<file path="src/verilog/sr_pkg.sv">
// shared constants and carrier types of the latched sink driver
package sr_pkg;
  localparam int SR_WIDTH = 8;
  localparam int SR_FIFO_DEPTH = 8;
  localparam logic [7:0] SR_SHIFT_RESET = 8'h00;
  localparam logic [7:0] SR_LATCH_RESET = 8'h00;
  localparam logic [7:0] SR_SINK_OFF = 8'h00;
  localparam logic [4:0] SR_PINS_RESET = 5'h00;
  // pin idle image after reset: clears and enables read inactive (high)
  localparam logic [4:0] SR_PINS_IDLE = 5'h18;

  typedef struct packed {
    logic output_enable_n;
    logic shift_clear_n;
    logic serial_in;
    logic latch_clock;
    logic shift_clock;
  } sr_pins_t;
endpackage : sr_pkg

</file>
<file path="src/verilog/sr_sink_driver.sv">
// serial-in latched sink driver with snapshot fifo between shift chain and storage latch
`timescale 1ns/1ps
`default_nettype none

// Behaviour
// - eight-stage shift chain feeds eight-bit storage latch
// - shift clock rise captures input, advances chain
// - latch clock rise copies chain into latch
// - clear low zeroes chain, latch keeps contents
// - latch reaches buffer only while clear high
// - enable high forces every buffer bit low
// - enable low, buffer follows storage latch
// - buffer bit zero turns sink off
// - buffer bit one sinks toward ground
// - chain data presented on cascade output

module sr_fifo #(
  parameter int WIDTH = 8,
  parameter int DEPTH = 8
) (
  input wire logic i_mclk,
  input wire logic i_resetn,
  input wire logic i_in_valid,
  output logic o_in_ready,
  input wire logic [WIDTH-1:0] i_in_data,
  output logic o_out_valid,
  input wire logic i_out_ready,
  output logic [WIDTH-1:0] o_out_data
);
  localparam int PTR_W = (DEPTH > 1) ? $clog2(DEPTH) : 1;
  localparam int CNT_W = $clog2(DEPTH + 1);
  localparam logic [CNT_W-1:0] CNT_FULL = CNT_W'(DEPTH);
  localparam logic [PTR_W-1:0] PTR_LAST = PTR_W'(DEPTH - 1);

  logic [WIDTH-1:0] mem_reg [DEPTH];
  logic [PTR_W-1:0] wr_ptr_reg;
  logic [PTR_W-1:0] rd_ptr_reg;
  logic [CNT_W-1:0] count_reg;
  logic [CNT_W-1:0] count_next;
  wire logic push;
  wire logic pop;
  wire logic [PTR_W-1:0] wr_ptr_next;
  wire logic [PTR_W-1:0] rd_ptr_next;

  assign o_in_ready = (count_reg != CNT_FULL);
  assign o_out_valid = (count_reg != '0);
  assign o_out_data = mem_reg[rd_ptr_reg];
  assign push = i_in_valid && o_in_ready;
  assign pop = o_out_valid && i_out_ready;
  assign wr_ptr_next = (wr_ptr_reg == PTR_LAST) ? '0 : wr_ptr_reg + 1'b1;
  assign rd_ptr_next = (rd_ptr_reg == PTR_LAST) ? '0 : rd_ptr_reg + 1'b1;

  always_comb begin
    count_next = count_reg;
    if (push && !pop) begin
      count_next = count_reg + 1'b1;
    end else if (pop && !push) begin
      count_next = count_reg - 1'b1;
    end
  end

  // storage array carries no reset; only pointers and count matter
  always_ff @(posedge i_mclk) begin
    if (push) begin
      mem_reg[wr_ptr_reg] <= i_in_data;
    end
  end

  always_ff @(posedge i_mclk or negedge i_resetn) begin
    if (!i_resetn) begin
      wr_ptr_reg <= '0;
      rd_ptr_reg <= '0;
      count_reg <= '0;
    end else begin
      if (push) begin
        wr_ptr_reg <= wr_ptr_next;
      end
      if (pop) begin
        rd_ptr_reg <= rd_ptr_next;
      end
      count_reg <= count_next;
    end
  end
endmodule // sr_fifo

module sr_sink_driver #(
  parameter int FIFO_DEPTH = sr_pkg::SR_FIFO_DEPTH
) (
  input wire logic i_mclk,
  input wire logic i_resetn,
  input wire logic i_shift_clock,
  input wire logic i_latch_clock,
  input wire logic i_serial_in,
  input wire logic i_shift_clear_n,
  input wire logic i_output_enable_n,
  output logic o_cascade_out,
  output logic [sr_pkg::SR_WIDTH-1:0] o_sink_out,
  output logic [sr_pkg::SR_WIDTH-1:0] o_sink_oe,
  output logic o_latch_ready
);
  import sr_pkg::*;

  // pin synchronisers: stage 1 is read only by stage 2
  sr_pins_t pins_raw;
  sr_pins_t sync1_reg;
  sr_pins_t sync2_reg;
  sr_pins_t sync3_reg;

  logic [SR_WIDTH-1:0] shift_reg;
  logic [SR_WIDTH-1:0] shift_next;
  logic [SR_WIDTH-1:0] latch_reg;
  logic [SR_WIDTH-1:0] sink_oe_reg;
  logic [SR_WIDTH-1:0] sink_oe_next;
  logic [SR_WIDTH-1:0] sink_out_reg;
  logic cascade_reg;
  logic latch_ready_reg;

  wire logic shift_rise;
  wire logic latch_rise;
  wire logic clear_active;
  wire logic outputs_enabled;
  wire logic snap_ready;
  wire logic snap_valid;
  wire logic [SR_WIDTH-1:0] snap_data;
  wire logic load_latch;

  assign pins_raw.shift_clock = i_shift_clock;
  assign pins_raw.latch_clock = i_latch_clock;
  assign pins_raw.serial_in = i_serial_in;
  assign pins_raw.shift_clear_n = i_shift_clear_n;
  assign pins_raw.output_enable_n = i_output_enable_n;

  always_ff @(posedge i_mclk or negedge i_resetn) begin
    if (!i_resetn) begin
      sync1_reg <= SR_PINS_IDLE;
      sync2_reg <= SR_PINS_IDLE;
      sync3_reg <= SR_PINS_IDLE;
    end else begin
      sync1_reg <= pins_raw;
      sync2_reg <= sync1_reg;
      sync3_reg <= sync2_reg;
    end
  end

  // edges found on stages 2 and 3, never on stage 1
  assign shift_rise = sync2_reg.shift_clock && !sync3_reg.shift_clock;
  assign latch_rise = sync2_reg.latch_clock && !sync3_reg.latch_clock;
  assign clear_active = !sync2_reg.shift_clear_n;
  assign outputs_enabled = !sync2_reg.output_enable_n;

  // clear overrides a coincident shift edge
  always_comb begin
    shift_next = shift_reg;
    if (clear_active) begin
      shift_next = SR_SHIFT_RESET;
    end else if (shift_rise) begin
      shift_next = {shift_reg[SR_WIDTH-2:0], sync2_reg.serial_in};
    end
  end

  always_ff @(posedge i_mclk or negedge i_resetn) begin
    if (!i_resetn) begin
      shift_reg <= SR_SHIFT_RESET;
      cascade_reg <= 1'b0;
    end else begin
      shift_reg <= shift_next;
      cascade_reg <= shift_next[SR_WIDTH-1];
    end
  end

  // a latch edge snapshots the chain; the fifo absorbs edges while the latch is held
  assign load_latch = snap_valid && !clear_active;

  sr_fifo #(
    .WIDTH(SR_WIDTH),
    .DEPTH(FIFO_DEPTH)
  ) u_snap_fifo (
    .i_mclk(i_mclk),
    .i_resetn(i_resetn),
    .i_in_valid(latch_rise),
    .o_in_ready(snap_ready),
    .i_in_data(shift_reg),
    .o_out_valid(snap_valid),
    .i_out_ready(!clear_active),
    .o_out_data(snap_data)
  );

  always_ff @(posedge i_mclk or negedge i_resetn) begin
    if (!i_resetn) begin
      latch_reg <= SR_LATCH_RESET;
    end else if (load_latch) begin
      latch_reg <= snap_data;
    end
  end

  // buffer sees the latch only when enabled and not clearing
  wire logic buffer_open;
  assign buffer_open = outputs_enabled && !clear_active;

  // one select per sink, so a stuck bit cannot bleed into its neighbours
  for (genvar g = 0; g < SR_WIDTH; g++) begin : g_sink
    assign sink_oe_next[g] = buffer_open ? latch_reg[g] : SR_SINK_OFF[g];
  end

  // open drain: the pin value is always low, the enable decides sinking
  always_ff @(posedge i_mclk or negedge i_resetn) begin
    if (!i_resetn) begin
      sink_oe_reg <= SR_SINK_OFF;
      sink_out_reg <= SR_SINK_OFF;
      latch_ready_reg <= 1'b0;
    end else begin
      sink_oe_reg <= sink_oe_next;
      sink_out_reg <= SR_SINK_OFF;
      latch_ready_reg <= snap_ready;
    end
  end

  assign o_cascade_out = cascade_reg;
  assign o_sink_oe = sink_oe_reg;
  assign o_sink_out = sink_out_reg;
  assign o_latch_ready = latch_ready_reg;
endmodule // sr_sink_driver

`default_nettype wire
</file>
<file path="config.mk">
export PLATFORM = sky130hd
export DESIGN_NAME = sr_sink_driver
export DESIGN_NICKNAME = d
export VERILOG_FILES = /design/src/verilog/sr_pkg.sv /design/src/verilog/sr_sink_driver.sv
export SDC_FILE = /design/constraint.sdc
export NUM_CORES = 1
export LEC_CHECK = 0
export BUFFER_PORTS_ARGS = -buffer_cell sky130_fd_sc_hd__buf_2
export CORE_AREA = 2 2 103 105
export CTS_CLUSTER_DIAMETER = 50
export DETAILED_ROUTE_END_ITERATION = 12
export DIE_AREA = 0 0 105 107
export MAX_ROUTING_LAYER = met4
export RECOVER_POWER = 100
export SETUP_SLACK_MARGIN = 0.3
export SYNTH_ARGS = -nofsm -noshare
export SYNTH_HDL_FRONTEND = slang
export SYNTH_SLANG_ARGS = --single-unit
</file>
<file path="constraint.sdc">
create_clock -name i_mclk -period 6.87 [get_ports i_mclk]
set_clock_uncertainty 0.2 [all_clocks]
set_input_delay 0.687 -clock i_mclk [delete_from_list [all_inputs] [get_ports i_mclk]]
set_output_delay 0.687 -clock i_mclk [all_outputs]
set_load 0.005 [all_outputs]
</file>
==> impl_metrics.ini <==
[outcome]
status = complete, but fails checks
violations = capacitance limit, slew limit

[timing]
fin_crit_sh_pct = 49.8
period_minus_slack_ps = 3420
finalSetupTns_ps = 0
finalSetupViolCount = 0
finalMaxSlewViolations = 48
maxSlewHeadroom_pct = -67.1
rsz0062_at_grt = false
hold_viol_final = 0
finalWorstSetupSlack_ps = 3450
fmax_mhz = 292
worst_slew_pin_slew_ps = 2510

[placement]
dp.final_hpwl_um = 4820
dp_cells = 432
portBuffers = 16
postPlaceCellArea_mm2 = 0.00458
gp_congestion = 0.694
dp_slack_ps = 3380

[detailed_routing]
initialDrtViolationCount = 76
wl_per_cell_um = 16.7
drcViolationCount = 0
via_per_inst = 5.00
ant_nets = 0
vias = 2240
drt_pass1_iterations = 4
wl_um = 7480

[finish]
antenna_cells = 0
instances_no_fill = 448
fillCellCount = 935
multi_input_area_mm2 = 0.00116
largest_reg_flops = 64
fin_util_pct = 47.3
final_area_mm2 = 0.00477
final_layout_size_suffix_gt1_share_pct = 16.0
area_growth_pct = 8.05
regArea_mm2 = 0.00310
layout.nets = 322

[power_and_ir_drop]
peakVddDrop_mv = 0.131
p_leak_uw = 0.00186
seqPwrFrac_pct = 50.4
p_per_area_mw_per_mm2 = 366
internal_power_uw = 1230
combinationalPowerShare_pct = 23.8
swShare_pct = 29.3
p_clk_share_pct = 25.8
p_switching_uw = 513

[worst_hold_path]
hold_depth = 0
hold_class = reg -> reg
worstHoldStart = sync1_reg[1]
holdPathEnd = sync2_reg[1]

[worst_setup_path]
start_kind = flop
worstPathMaxFanout = 21
r2r_end = u_snap_fifo.count_reg[3]
cp-end-kind = flop
crit_type = reg -> reg
worst_ep_required_time_ps = 6890
r2r-start = u_snap_fifo.count_reg[0]
reg2reg_depth = 7
crit_arrival_ps = 3440
worst-r2r-setup-slack_ps = 3450

[synthesis]
ys_top_cells_by_area = edfxtp_1 44%, dfrtp_1 24%, mux2_2 4.8%, mux2i_1 3.9%, nand2_1 3.1%
synth_cells = 288
syn_area_per_cell_um2 = 15.3
yosysWarnings = 0
synth_top_area_share_pct = 43.5
synthArstFlopShare_pct = 42.3
synth-seq-area-share_pct = 70.3
ys_seq_elements = 111
synth-edff-count = 64
synthDistinctLibCells = 39
syn_area_mm2 = 0.00442
ys.flop_type = edfxtp_1
yosysTopAreaCell = edfxtp_1

[floorplan]
dieArea_mm2 = 0.0112
row_count = 37
ios = 25
dieHeight_um = 107
initial_core_util_pct = 43.8
core_area_mm2 = 0.0101
die_x_um = 105

[clock_tree]
clk_pin_slew_ps = 90
htree_levels = 3
cts_hold_buf = 0
cts-root-buf = clkbuf_8
clock_latency_ps = 350
cts_resized = 0
cts_max_path_buffers = 2
cts_buffers = 9
clock-sinks = 111
cts_tree = built
post_cts_buffers = 0

[grt]
grt-ovfl-total = 0
grt_pass1_wl_um = 11900
antenna_found_initial = 0
grt_usage_pct = 14.7
grt_pass1_vias = 2308
grt_max_degree = 48

[flow_run]
drv_cap = 1
## worst max-delay path by stage
stage | start | end | slack [ps] | cells past startpoint
floorplan | u_snap_fifo.count_reg[0] | u_snap_fifo.count_reg[3] | 4120 | 9
global placement | u_snap_fifo.count_reg[0] | u_snap_fifo.count_reg[3] | 3590 | 7
detailed placement | u_snap_fifo.count_reg[0] | u_snap_fifo.count_reg[3] | 3380 | 7
CTS | u_snap_fifo.count_reg[0] | u_snap_fifo.count_reg[3] | 3360 | 7
global route | u_snap_fifo.count_reg[0] | u_snap_fifo.count_reg[3] | 3230 | 7
finish | u_snap_fifo.count_reg[0] | u_snap_fifo.count_reg[3] | 3450 | 7
## per-stage QoR
step | hold WS [ps] | power (µW)
finish | 150 | 1750
global route | 167 | 1850
CTS | 159 | 1790
detailed placement | 138 | 1330
global placement | 133 | 1320
floorplan | 131 | 1240
## layout make-up
class / instances / share of cell area [%]
Inverter: 2 / 0.157
Timing Repair Buffer: 20 / 1.89
Clock inverter: 5 / 2.23
Clock buffer: 11 / 2.75
Sequential cell: 111 / 65.0
Tap cell: 136 / 3.57
Multi-Input combinational cell: 163 / 24.4
## placed cells by master, fill, tap and decap left out, drive strengths merged, types with 2 or more instances in the layout
cell type	count
xnor2	2
a221o	8
and2	8
nor2b	3
a21o	2
a21boi	8
ha	7
conb	8
mux2	19
mux2i	17
dfrtp	43
clkbuf	18
o21ai	11
buf	13
nor3	6
inv	2
nand2b	5
dfstp	4
nand2	37
o22ai	8
nor2	7
bufinv	3
edfxtp	64
## cells by family after synthesis
kind of cell / share of synthesized area (%)
simple gates: 7.56
buf+inv: 3.74
flops: 70.3
other cells: 0.0849
xor+xnor: 0.397
mux: 8.70
fa+ha+maj: 2.44
compound gates: 6.83
## routing by layer
metal	global-route usage (%)	part of all wire (%)	vias to the layer above	routed length, µm
li1	-	-	1071	-
met1	17.3	44	1126	3320
met2	24.7	51	36	3820
met3	3.53	3.2	7	237
met4	5.14	1.5	0	111
met5	-	0	-	0
## critical path, cell delays in order (launching register included)
cell and delay (ps):
dfrtp_1 480, o41ai_4 940, ha_1 360, inv_1 130
ha_1 290, a21o_1 210, a2111oi_0 530, o31ai_1 150
## cell usage after synthesis (2+ instances only)
cell / count
a21boi_0: 8
a21o_1: 2
a221o_1: 8
and2_1: 8
buf_12: 2
buf_4: 9
clkbuf_1: 4
dfrtp_1: 43
dfstp_2: 4
edfxtp_1: 64
ha_1: 7
mux2_2: 19
mux2i_1: 17
nand2_1: 36
nand2b_1: 4
nor2_1: 7
nor2b_1: 3
nor3_1: 6
o21ai_0: 2
o21ai_1: 8
o22ai_1: 8
xnor2_1: 2
## power groups by stage
stage	clock (µW)	combinational [µW]	sequential, µW
floorplan	0	383	858
global placement	0	428	892
detailed placement	0	438	896
CTS	463	440	882
global route	490	467	895
finish	450	416	880
No activity file was read; power rests on OpenSTA's default activity.
